File: src/logic/bpb_cfg.svh
// Address map, field positions, masks and reset values of the port block
`ifndef BPB_CFG_SVH
`define BPB_CFG_SVH

// Register address bases; low nibble selects port number 0 to 9
`define BPB_ADDR_W 8
`define BPB_DATA_BASE 4'h0
`define BPB_DIR_BASE 4'h1
`define BPB_FSEL_BASE 4'h2
`define BPB_BITOP_BASE 4'h4
`define BPB_MEMX_ADDR 8'h30

// Bit operation write data layout
`define BPB_BITOP_IDX_HI 2
`define BPB_BITOP_IDX_LO 0
`define BPB_BITOP_VAL 3

// Memory expansion mode register fields
`define BPB_MEMX_P4_IN 0
`define BPB_MEMX_RST 8'h01

// Valid bit masks per port
`define BPB_MASK_P0 8'hFF
`define BPB_MASK_P1 8'hFF
`define BPB_MASK_P2 8'h3F
`define BPB_MASK_P3 8'h7F
`define BPB_MASK_P4 8'hFF
`define BPB_MASK_P5 8'hFF
`define BPB_MASK_P6 8'h00
`define BPB_MASK_P7 8'hFF
`define BPB_MASK_P8 8'h3F
`define BPB_MASK_P9 8'h0F

// Bits of port 9 taken by the external bus
`define BPB_P9_BUS_MASK 8'h03

// Reset values
`define BPB_DIR_RST 8'hFF
`define BPB_FSEL_RST 8'h00
`define BPB_LATCH_RST 8'h00

`endif

File: src/logic/bpb_pkg.sv
// Types shared by the port block
`default_nettype none
package bpb_pkg;
    // Number of port slots, index equals port number
    localparam int NPORT = 10;

    // Per-port byte array
    typedef logic [NPORT-1:0][7:0] bpb_bytes_t;

    // Whole state of the port block
    typedef struct packed {
        bpb_bytes_t latch;     // Output latches
        bpb_bytes_t dir;       // Direction bits, 1 = input
        bpb_bytes_t fsel;      // Control select bits
        logic [7:0] memx;      // Memory expansion mode register
        bpb_bytes_t pin_s1;    // Pin synchroniser stage 1
        bpb_bytes_t pin_s2;    // Pin synchroniser stage 2
        logic ext_s1;          // External-only strap stage 1
        logic ext_s2;          // External-only strap stage 2
        bpb_bytes_t pin_out;   // Registered pin drive values
        bpb_bytes_t pin_oe;    // Registered pin enables
        bpb_bytes_t ctl_in;    // Registered pin levels to peripherals
        logic [7:0] rdata;     // Registered read data
    } bpb_state_s;
endpackage
`default_nettype wire

File: src/logic/bpb_port_block.sv
// Bit-programmable three-state port block with control mode and register port
//
// Notes on behaviour
// Reset sets all direction bits: inputs
// Latches hold no meaningful value after reset
// Software loads latch before enabling output
// Ports 2 and 7 have no driver
// Port widths limited by per-port masks
// Output bit reads back latch value
// Latch supports bit set/clear and port writes
// Input bit reads pin, never latch
// Writes update latch regardless of direction
// Switching to output drives latch at once
// Control select hands pin to peripheral
// Direction ignored for drive in control mode
// Control output, direction 1: read pin
// Control output, direction 0: read internal signal
// Control input, direction 0 reads zero
// Control select set only during initialisation
// External-only mode frees ports 4,5,9 low
// Port 4 direction from expansion mode register
// Port 0 low nibble outputs realtime signals
// Read mux uses that bit's select bits
//
// The register offsets and the strobed register port were chosen for this implementation.
`timescale 1ns/10ps
`default_nettype none
`include "bpb_cfg.svh"

module bpb_port_block (
    // Clock and reset
    input wire logic clk,
    input wire logic rst_n,
    // Register port
    input wire logic [`BPB_ADDR_W-1:0] reg_addr,
    input wire logic [7:0] reg_wdata,
    input wire logic reg_wr,
    input wire logic reg_rd,
    output logic [7:0] reg_rdata,
    // Port pins, index is port number
    input wire logic [9:0][7:0] pin_in,
    output logic [9:0][7:0] pin_out,
    output logic [9:0][7:0] pin_oe,
    // Peripheral control signals
    input wire logic [9:0][7:0] ctl_out,
    input wire logic [9:0][7:0] ctl_dir_out,
    input wire logic [3:0] realtime_out_signals,
    output logic [9:0][7:0] ctl_in,
    // Running from external memory only, asynchronous level
    input wire logic ext_mem_only
);

    // Current and next state
    bpb_pkg::bpb_state_s st_q;
    bpb_pkg::bpb_state_s st_d;

    // Valid bit mask of a port
    function automatic logic [7:0] port_mask(input int p);
        logic [7:0] m;
        m = 8'h00;
        case (p)
            0: m = `BPB_MASK_P0;
            1: m = `BPB_MASK_P1;
            2: m = `BPB_MASK_P2;
            3: m = `BPB_MASK_P3;
            4: m = `BPB_MASK_P4;
            5: m = `BPB_MASK_P5;
            6: m = `BPB_MASK_P6;
            7: m = `BPB_MASK_P7;
            8: m = `BPB_MASK_P8;
            9: m = `BPB_MASK_P9;
            default: m = 8'h00;
        endcase
        return m;
    endfunction

    // Input-only ports have no output stage
    function automatic logic is_input_only(input int p);
        return (p == 2) || (p == 7);
    endfunction

    // Only ports 0, 3 and 8 own control select registers
    function automatic logic has_fsel(input int p);
        return (p == 0) || (p == 3) || (p == 8);
    endfunction

    // Decoded access
    logic [3:0] acc_base;
    logic [3:0] acc_port;
    logic acc_port_ok;
    assign acc_base = reg_addr[7:4];
    assign acc_port = reg_addr[3:0];
    // Port numbers above 9 decode to nothing and read as zero
    assign acc_port_ok = (acc_port <= 4'h9);

    // Working views of the current state
    logic [9:0][7:0] eff_dir;     // Direction seen by port logic
    logic [9:0][7:0] eff_fsel;    // Control select seen by port logic
    logic [9:0][7:0] bus_taken;   // Bits given to the external bus
    logic [9:0][7:0] ctl_val;     // Peripheral value per bit
    logic [9:0][7:0] ctl_drv;     // Peripheral wants to drive
    logic [9:0][7:0] rd_view;     // What a read of each port returns

    // Per-bit views; combinational from the current state and the peripheral inputs
    always_comb
    begin
        for (int p = 0; p < 10; p++)
        begin
            // Port 4 follows the expansion mode register as a whole
            if (p == 4)
            begin
                eff_dir[p] = {8{st_q.memx[`BPB_MEMX_P4_IN]}};
            end
            else if (is_input_only(p))
            begin
                eff_dir[p] = 8'hFF;
            end
            else
            begin
                eff_dir[p] = st_q.dir[p];
            end
            // Control select exists only on three ports
            eff_fsel[p] = has_fsel(p) ? (st_q.fsel[p] & port_mask(p)) : 8'h00;
            // Bus takeover in external-only mode
            bus_taken[p] = 8'h00;
            if (st_q.ext_s2 && (p == 4 || p == 5))
            begin
                bus_taken[p] = 8'hFF;
            end
            else if (st_q.ext_s2 && p == 9)
            begin
                bus_taken[p] = `BPB_P9_BUS_MASK;
            end
            // Peripheral signals; port 0 low nibble carries realtime outputs
            ctl_val[p] = ctl_out[p];
            ctl_drv[p] = ctl_dir_out[p];
            if (p == 0)
            begin
                ctl_val[p][3:0] = realtime_out_signals;
                ctl_drv[p][3:0] = 4'hF;
            end
            // Reads see the synchronised pin, so a pin change shows two edges later
            // Read multiplexer per bit
            for (int b = 0; b < 8; b++)
            begin
                if (eff_fsel[p][b])
                begin
                    if (st_q.dir[p][b])
                    begin
                        // Direction 1: actual pin in both directions
                        rd_view[p][b] = st_q.pin_s2[p][b];
                    end
                    else if (ctl_drv[p][b])
                    begin
                        // Direction 0, output: internal signal
                        rd_view[p][b] = ctl_val[p][b];
                    end
                    else
                    begin
                        // Direction 0, input: always zero
                        rd_view[p][b] = 1'b0;
                    end
                end
                else if (eff_dir[p][b])
                begin
                    // Input: pin level, latch hidden
                    rd_view[p][b] = st_q.pin_s2[p][b];
                end
                else
                begin
                    // Output: latch, not pin
                    rd_view[p][b] = st_q.latch[p][b];
                end
            end
            // Absent and bus-owned bits read as zero
            rd_view[p] = rd_view[p] & port_mask(p) & ~bus_taken[p];
        end
    end

    // Next state: register writes, synchronisers, pin drive, read data
    always_comb
    begin
        logic [2:0] bit_idx;
        logic [3:0] pidx;
        logic [7:0] wmask; // Valid bits of the addressed port
        logic [7:0] pmask; // Valid bits of the port being driven
        bit_idx = reg_wdata[`BPB_BITOP_IDX_HI:`BPB_BITOP_IDX_LO];
        pidx = acc_port;
        // A function result cannot be bit-selected, so the masks are held here
        wmask = acc_port_ok ? port_mask(int'(pidx)) : 8'h00;
        pmask = 8'h00;
        st_d = st_q;

        // Pins and strap pass two flip-flops before any use
        st_d.pin_s1 = pin_in;
        st_d.pin_s2 = st_q.pin_s1;
        st_d.ext_s1 = ext_mem_only;
        st_d.ext_s2 = st_q.ext_s1;

        // Register writes
        if (reg_wr)
        begin
            if (reg_addr == `BPB_MEMX_ADDR)
            begin
                st_d.memx = reg_wdata;
            end
            else if (acc_port_ok)
            begin
                case (acc_base)
                    `BPB_DATA_BASE:
                    begin
                        // Whole-port write lands in the latch whatever the direction
                        if (!is_input_only(int'(pidx)))
                        begin
                            st_d.latch[pidx] = reg_wdata & port_mask(int'(pidx));
                        end
                    end
                    `BPB_BITOP_BASE:
                    begin
                        // Single-bit set or clear of the latch
                        // Bits beyond the width ignore it, so no phantom latch bit appears
                        if (!is_input_only(int'(pidx)) && wmask[bit_idx])
                        begin
                            st_d.latch[pidx][bit_idx] = reg_wdata[`BPB_BITOP_VAL];
                        end
                    end
                    `BPB_DIR_BASE:
                    begin
                        // Port 4 and input-only ports keep no direction register
                        // Bits beyond the width are forced to input so they never drive
                        if (!is_input_only(int'(pidx)) && pidx != 4'h4)
                        begin
                            st_d.dir[pidx] = reg_wdata | ~port_mask(int'(pidx));
                        end
                    end
                    `BPB_FSEL_BASE:
                    begin
                        // Rewriting while control inputs run can glitch peripherals
                        // Only three ports own this register; other addresses are dropped
                        if (has_fsel(int'(pidx)))
                        begin
                            st_d.fsel[pidx] = reg_wdata & port_mask(int'(pidx));
                        end
                    end
                    default:
                    begin
                        // Unmapped: ignored
                    end
                endcase
            end
        end

        // Pin drive, registered so every output leaves a flip-flop
        for (int p = 0; p < 10; p++)
        begin
            // Mask fetched once per port; bits beyond the width stay undriven
            pmask = port_mask(p);
            for (int b = 0; b < 8; b++)
            begin
                if (is_input_only(p) || !pmask[b] || bus_taken[p][b])
                begin
                    // No driver here
                    st_d.pin_out[p][b] = 1'b0;
                    st_d.pin_oe[p][b] = 1'b0;
                end
                else if (eff_fsel[p][b])
                begin
                    // Peripheral decides drive; direction bit ignored
                    st_d.pin_out[p][b] = ctl_val[p][b];
                    st_d.pin_oe[p][b] = ctl_drv[p][b];
                end
                else
                begin
                    // Latch appears as soon as direction turns to output
                    st_d.pin_out[p][b] = st_q.latch[p][b];
                    st_d.pin_oe[p][b] = ~eff_dir[p][b];
                end
            end
            // Peripherals see the synchronised pin level on their bits
            st_d.ctl_in[p] = st_q.pin_s2[p] & port_mask(p);
        end

        // Read data stands only in the cycle after the strobe
        st_d.rdata = 8'h00;
        if (reg_rd)
        begin
            if (reg_addr == `BPB_MEMX_ADDR)
            begin
                st_d.rdata = st_q.memx;
            end
            else if (acc_port_ok)
            begin
                case (acc_base)
                    `BPB_DATA_BASE:
                    begin
                        st_d.rdata = rd_view[pidx];
                    end
                    `BPB_DIR_BASE:
                    begin
                        st_d.rdata = st_q.dir[pidx] & port_mask(int'(pidx));
                    end
                    `BPB_FSEL_BASE:
                    begin
                        st_d.rdata = st_q.fsel[pidx];
                    end
                    default:
                    begin
                        st_d.rdata = 8'h00;
                    end
                endcase
            end
        end
    end

    // State register; latches get a constant only because async reset needs one
    always_ff @(posedge clk or negedge rst_n)
    begin
        if (!rst_n)
        begin
            st_q.latch <= {10{`BPB_LATCH_RST}};
            st_q.dir <= {10{`BPB_DIR_RST}};
            st_q.fsel <= {10{`BPB_FSEL_RST}};
            st_q.memx <= `BPB_MEMX_RST;
            // Synchronisers start low; real pin levels arrive two edges after release
            st_q.pin_s1 <= '0;
            st_q.pin_s2 <= '0;
            st_q.ext_s1 <= 1'b0;
            st_q.ext_s2 <= 1'b0;
            st_q.pin_out <= '0;
            st_q.pin_oe <= '0;
            st_q.ctl_in <= '0;
            st_q.rdata <= 8'h00;
        end
        else
        begin
            st_q <= st_d;
        end
    end

    // Outputs straight from the state register
    // Read data stands one cycle, then drops to zero; the bus never waits
    assign reg_rdata = st_q.rdata;
    assign pin_out = st_q.pin_out;
    assign pin_oe = st_q.pin_oe;
    assign ctl_in = st_q.ctl_in;

endmodule // bpb_port_block
`default_nettype wire

File: config.mk
export PLATFORM = sky130hd
export DESIGN_NAME = bpb_port_block
export DESIGN_NICKNAME = d
export VERILOG_FILES = /design/src/logic/bpb_pkg.sv /design/src/logic/bpb_port_block.sv
export VERILOG_INCLUDE_DIRS = /design/src /design/src/logic
export SDC_FILE = /design/constraint.sdc
export NUM_CORES = 1
export LEC_CHECK = 0
export BUFFER_PORTS_ARGS = -buffer_cell sky130_fd_sc_hd__clkbuf_2
export CAP_MARGIN = 40
export CORE_MARGIN = 2
export CORE_UTILIZATION = 53
export DETAILED_ROUTE_END_ITERATION = 8
export GPL_ROUTABILITY_DRIVEN = 0
export PLACE_DENSITY = 0.82
export SLEW_MARGIN = 10
export SYNTH_ARGS = -nofsm -noshare
export SYNTH_HDL_FRONTEND = slang
export SYNTH_SLANG_ARGS = --single-unit
File: constraint.sdc
create_clock -name clk -period 2.2 [get_ports clk]
set_clock_uncertainty 0.1 [all_clocks]
set_input_delay 0.66 -clock clk [delete_from_list [all_inputs] [get_ports clk]]
set_output_delay 0.66 -clock clk [all_outputs]
set_load 0.02 [all_outputs]
==> qor.txt <==
Share of cells above drive strength 1 -> 0.366
Post-synth top area cell -> dfrtp_1
Reg2reg end -> reg_rdata[2]
Die X -> 199 um
Crit. End Element -> register
Initial Util -> 0.537
Share of power burned in registers -> 0.484
CP delay by family, top -> flip-flops
Crit-path max cell delay -> 0.68 ns
DP Worst Slack -> -0.433 ns
Internal cell power -> 15.6 mW
Die ar. -> 39,500 sq um
Worst Hold Class -> input pin to register
Drt total wl -> 55,700 um
Post-synth EDFFs -> 0
Vias in the first global route -> 13.9k
Area Growth Syn to Fin -> 17.3%
Leak Pwr -> 11.2 nW
Final hold vios -> 0
Worst-Skew Late Latency -> 0.60 ns
Crit path arrival time -> 2.51 ns
Wirelength per Cell -> 22.3 um
Pwr/cell area -> 885 nW/um^2
Nets@finish -> 2,209
Top-area cell type share of the netlist area -> 0.530
RSZ-0062 raised after global routing -> false
Worst hold start -> pin_in[12]
Logic pwr share -> 0.103
Largest net degree at the start of global routing -> 86
DP HPWL -> 41,500 um
Synth cell count leaders -> 426 x dfrtp_1, 252 x buf_4, 174 x nand2_1
Critical path launch point -> eff_dir[32]
IO Port Bufs -> 290
Share of flip-flops with an asynchronous set or reset -> 1.00
Via density -> 5.50
Via Count -> 13.7k
Syn Inst Count -> 1,691
Reg2reg start -> eff_dir[32]
Outcome -> finished clean
Min Hold Slack -> 0.0614 ns
Crit Path Class -> register to register
Synth Flop Type -> dfrtp_1
Switching share of power -> 0.252
CTS Sinks -> 500
Top Ports -> 513
Crit path launch type -> register
Seq/Total Area, Yosys -> 0.627
Relative slew slack -> 0.465
CTS tree -> built
Die H -> 199 um
CTS buffer count -> 49
Most numerous cell in the Yosys netlist -> dfrtp_1
ANT nets after route -> 0
Synth warn -> 0
R2R Setup Slk -> 0.06 ns
Core Area -> 37,500 sq um
Cells on worst reg2reg path -> 5
Final setup margin -> 0.0594 ns
Total grt overflow -> 0
Final worst path period share -> 0.973
Post-synthesis cell type count -> 74
Mapped Area -> 20,100 sq um
Endpoints failing setup -> 0
Slowest-stage cell, CP -> dfstp_2
CP max FO -> 8
Pre-antenna DRT Iters -> 8
Max Cap Viol -> 0
Required time worst endpoint -> 2.57 ns
Clock power share -> 0.413
Initial antenna violation count -> 10
Row cnt -> 71
Post-layout min period -> 2.14 ns
Max Slew Vio Count -> 0
CP endpoint -> reg_rdata[2]
CP Cell Sequence -> mux2_2 -> a221oi_1 -> buf_4 -> nor4b_1 -> o31a_1
Logic depth of the worst path, buffers included -> 5
CP Buf/Inv Count -> 1
First-pass GRT wire length -> 82,000 um
Residual DRC -> 0
Synth area leaders -> dfrtp_1 53%, dfstp_2 9.7%, buf_4 9.4%
Clk root buf -> clkbuf_16
CTS H-tree depth -> 2
NetSw -> 5.26 mW
Seq cells post-synth -> 500
Maximum vdd drop -> 835 uV
Syn avg cell area -> 11.9 sq um
Clock Tree Buf Depth -> 3
Least-Margin Pin Slew -> 0.794 ns
DR iter-0 viols -> 1,650
GR Util All Layers -> 0.283
CTS clk-pin slew, worst paths -> 0.07 ns
Max Freq -> 467 MHz
-- registers in the layout, summed over array words and instances, names as in the netlist --
| signal | cells |
|---|---|
| st_q | 131 |
| st_d | 121 |
| ctl_in | 63 |
| eff_dir | 51 |
| pin_out | 49 |
| pin_oe | 42 |
| eff_fsel | 21 |
| rd_view | 14 |
| reg_rdata | 8 |
-- through the flow --
step / TNS, ns / instance area, sq um / utilization / power, mW / instances
4_1_cts: 0 / 23600 / 0.628 / 21.0 / 2495
3_5_place_dp: -25.89 / 21900 / 0.583 / 12.4 / 2403
6_report: 0 / 23600 / 0.629 / 20.9 / 2500
2_1_floorplan: 0 / 20400 / - / 11.6 / 1769
5_1_grt: 0 / 23600 / 0.629 / 21.6 / 2495
3_3_place_gp: -22.12 / 21900 / 0.583 / 12.3 / 2401
-- worst min path at each step --
| stage | endpoint | cells past startpoint |
|---|---|---|
| floorplan | rd_view[16] | 0 |
| global placement | st_d[83] | 0 |
| detailed placement | rd_view[62] | 0 |
| CTS | st_d[262] | 1 |
| global route | st_d[262] | 1 |
| finish | st_d[262] | 1 |
-- power by group through the flow --
stage               Combinational (mW)  Clock [mW]  Sequential, mW
floorplan                         1.48           0            10.1
global placement                  2.06           0            10.2
detailed placement                2.12           0            10.3
CTS                               2.14        8.76            10.1
global route                      2.32        9.17            10.1
finish                            2.16        8.61            10.1
-- worst register-to-register path, cell delays in order (launching register included) --
cell and delay (ns):
dfstp_2 0.68, mux2_2 0.40, a221oi_1 0.30, buf_4 0.17, nor4b_1 0.05, o31a_1 0.31
-- metal layers --
layer | vias up | part of all wire | GRT usage
met5 | - | 0.0013 | 0
met4 | 10 | 0.051 | 0.125
met3 | 229 | 0.12 | 0.100
met2 | 886 | 0.46 | 0.440
met1 | 6744 | 0.37 | 0.357
li1 | 5878 | - | -
-- layout make-up --
cell class | count | area [sq um]
clock inverter | 21 | 262
sequential | 500 | 12600
inverter | 20 | 75.1
tap | 511 | 639
timing repair buffer | 506 | 3300
antenna | 5 | 12.5
fill | 2753 | 13900
multi-input combinational | 867 | 5280
clock buffer | 70 | 1420
-- what timing repair did --
action / 4_1_cts / 5_1_grt
hold buffers: 1 / 0
gates resized for setup: 0 / 3
hold endpoints to repair: 26 / 0
buffers inserted: 0 / 0
setup endpoints to repair: 0 / 3
-- layout by cell type, fill, tap and decap left out, drive strengths merged, types with 21 or more instances in the layout --
cell    Yosys  layout
a21oi     102     102
buf       279     217
clkbuf    103     358
conb        1      79
dfrtp     426     426
dfstp      74      74
inv        20      21
mux2       27      27
mux2i      45      45
mux4       23      23
nand2     175     175
nand2b     28      28
nor2       51      51
nor2b      33      33
o21ai     138     138
-- logic make-up (layout without fill, tap and decap cells) --
kind of cell    after synthesis  after routing  share of synthesized area
flops                       500            500                      0.627
buf+inv                     402            617                      0.125
simple gates                360            360                     0.0853
compound gates              333            333                     0.0977
mux                          95             95                     0.0648
other cells                   1             84                   0.000186
Power figures use the tool's default switching activity.
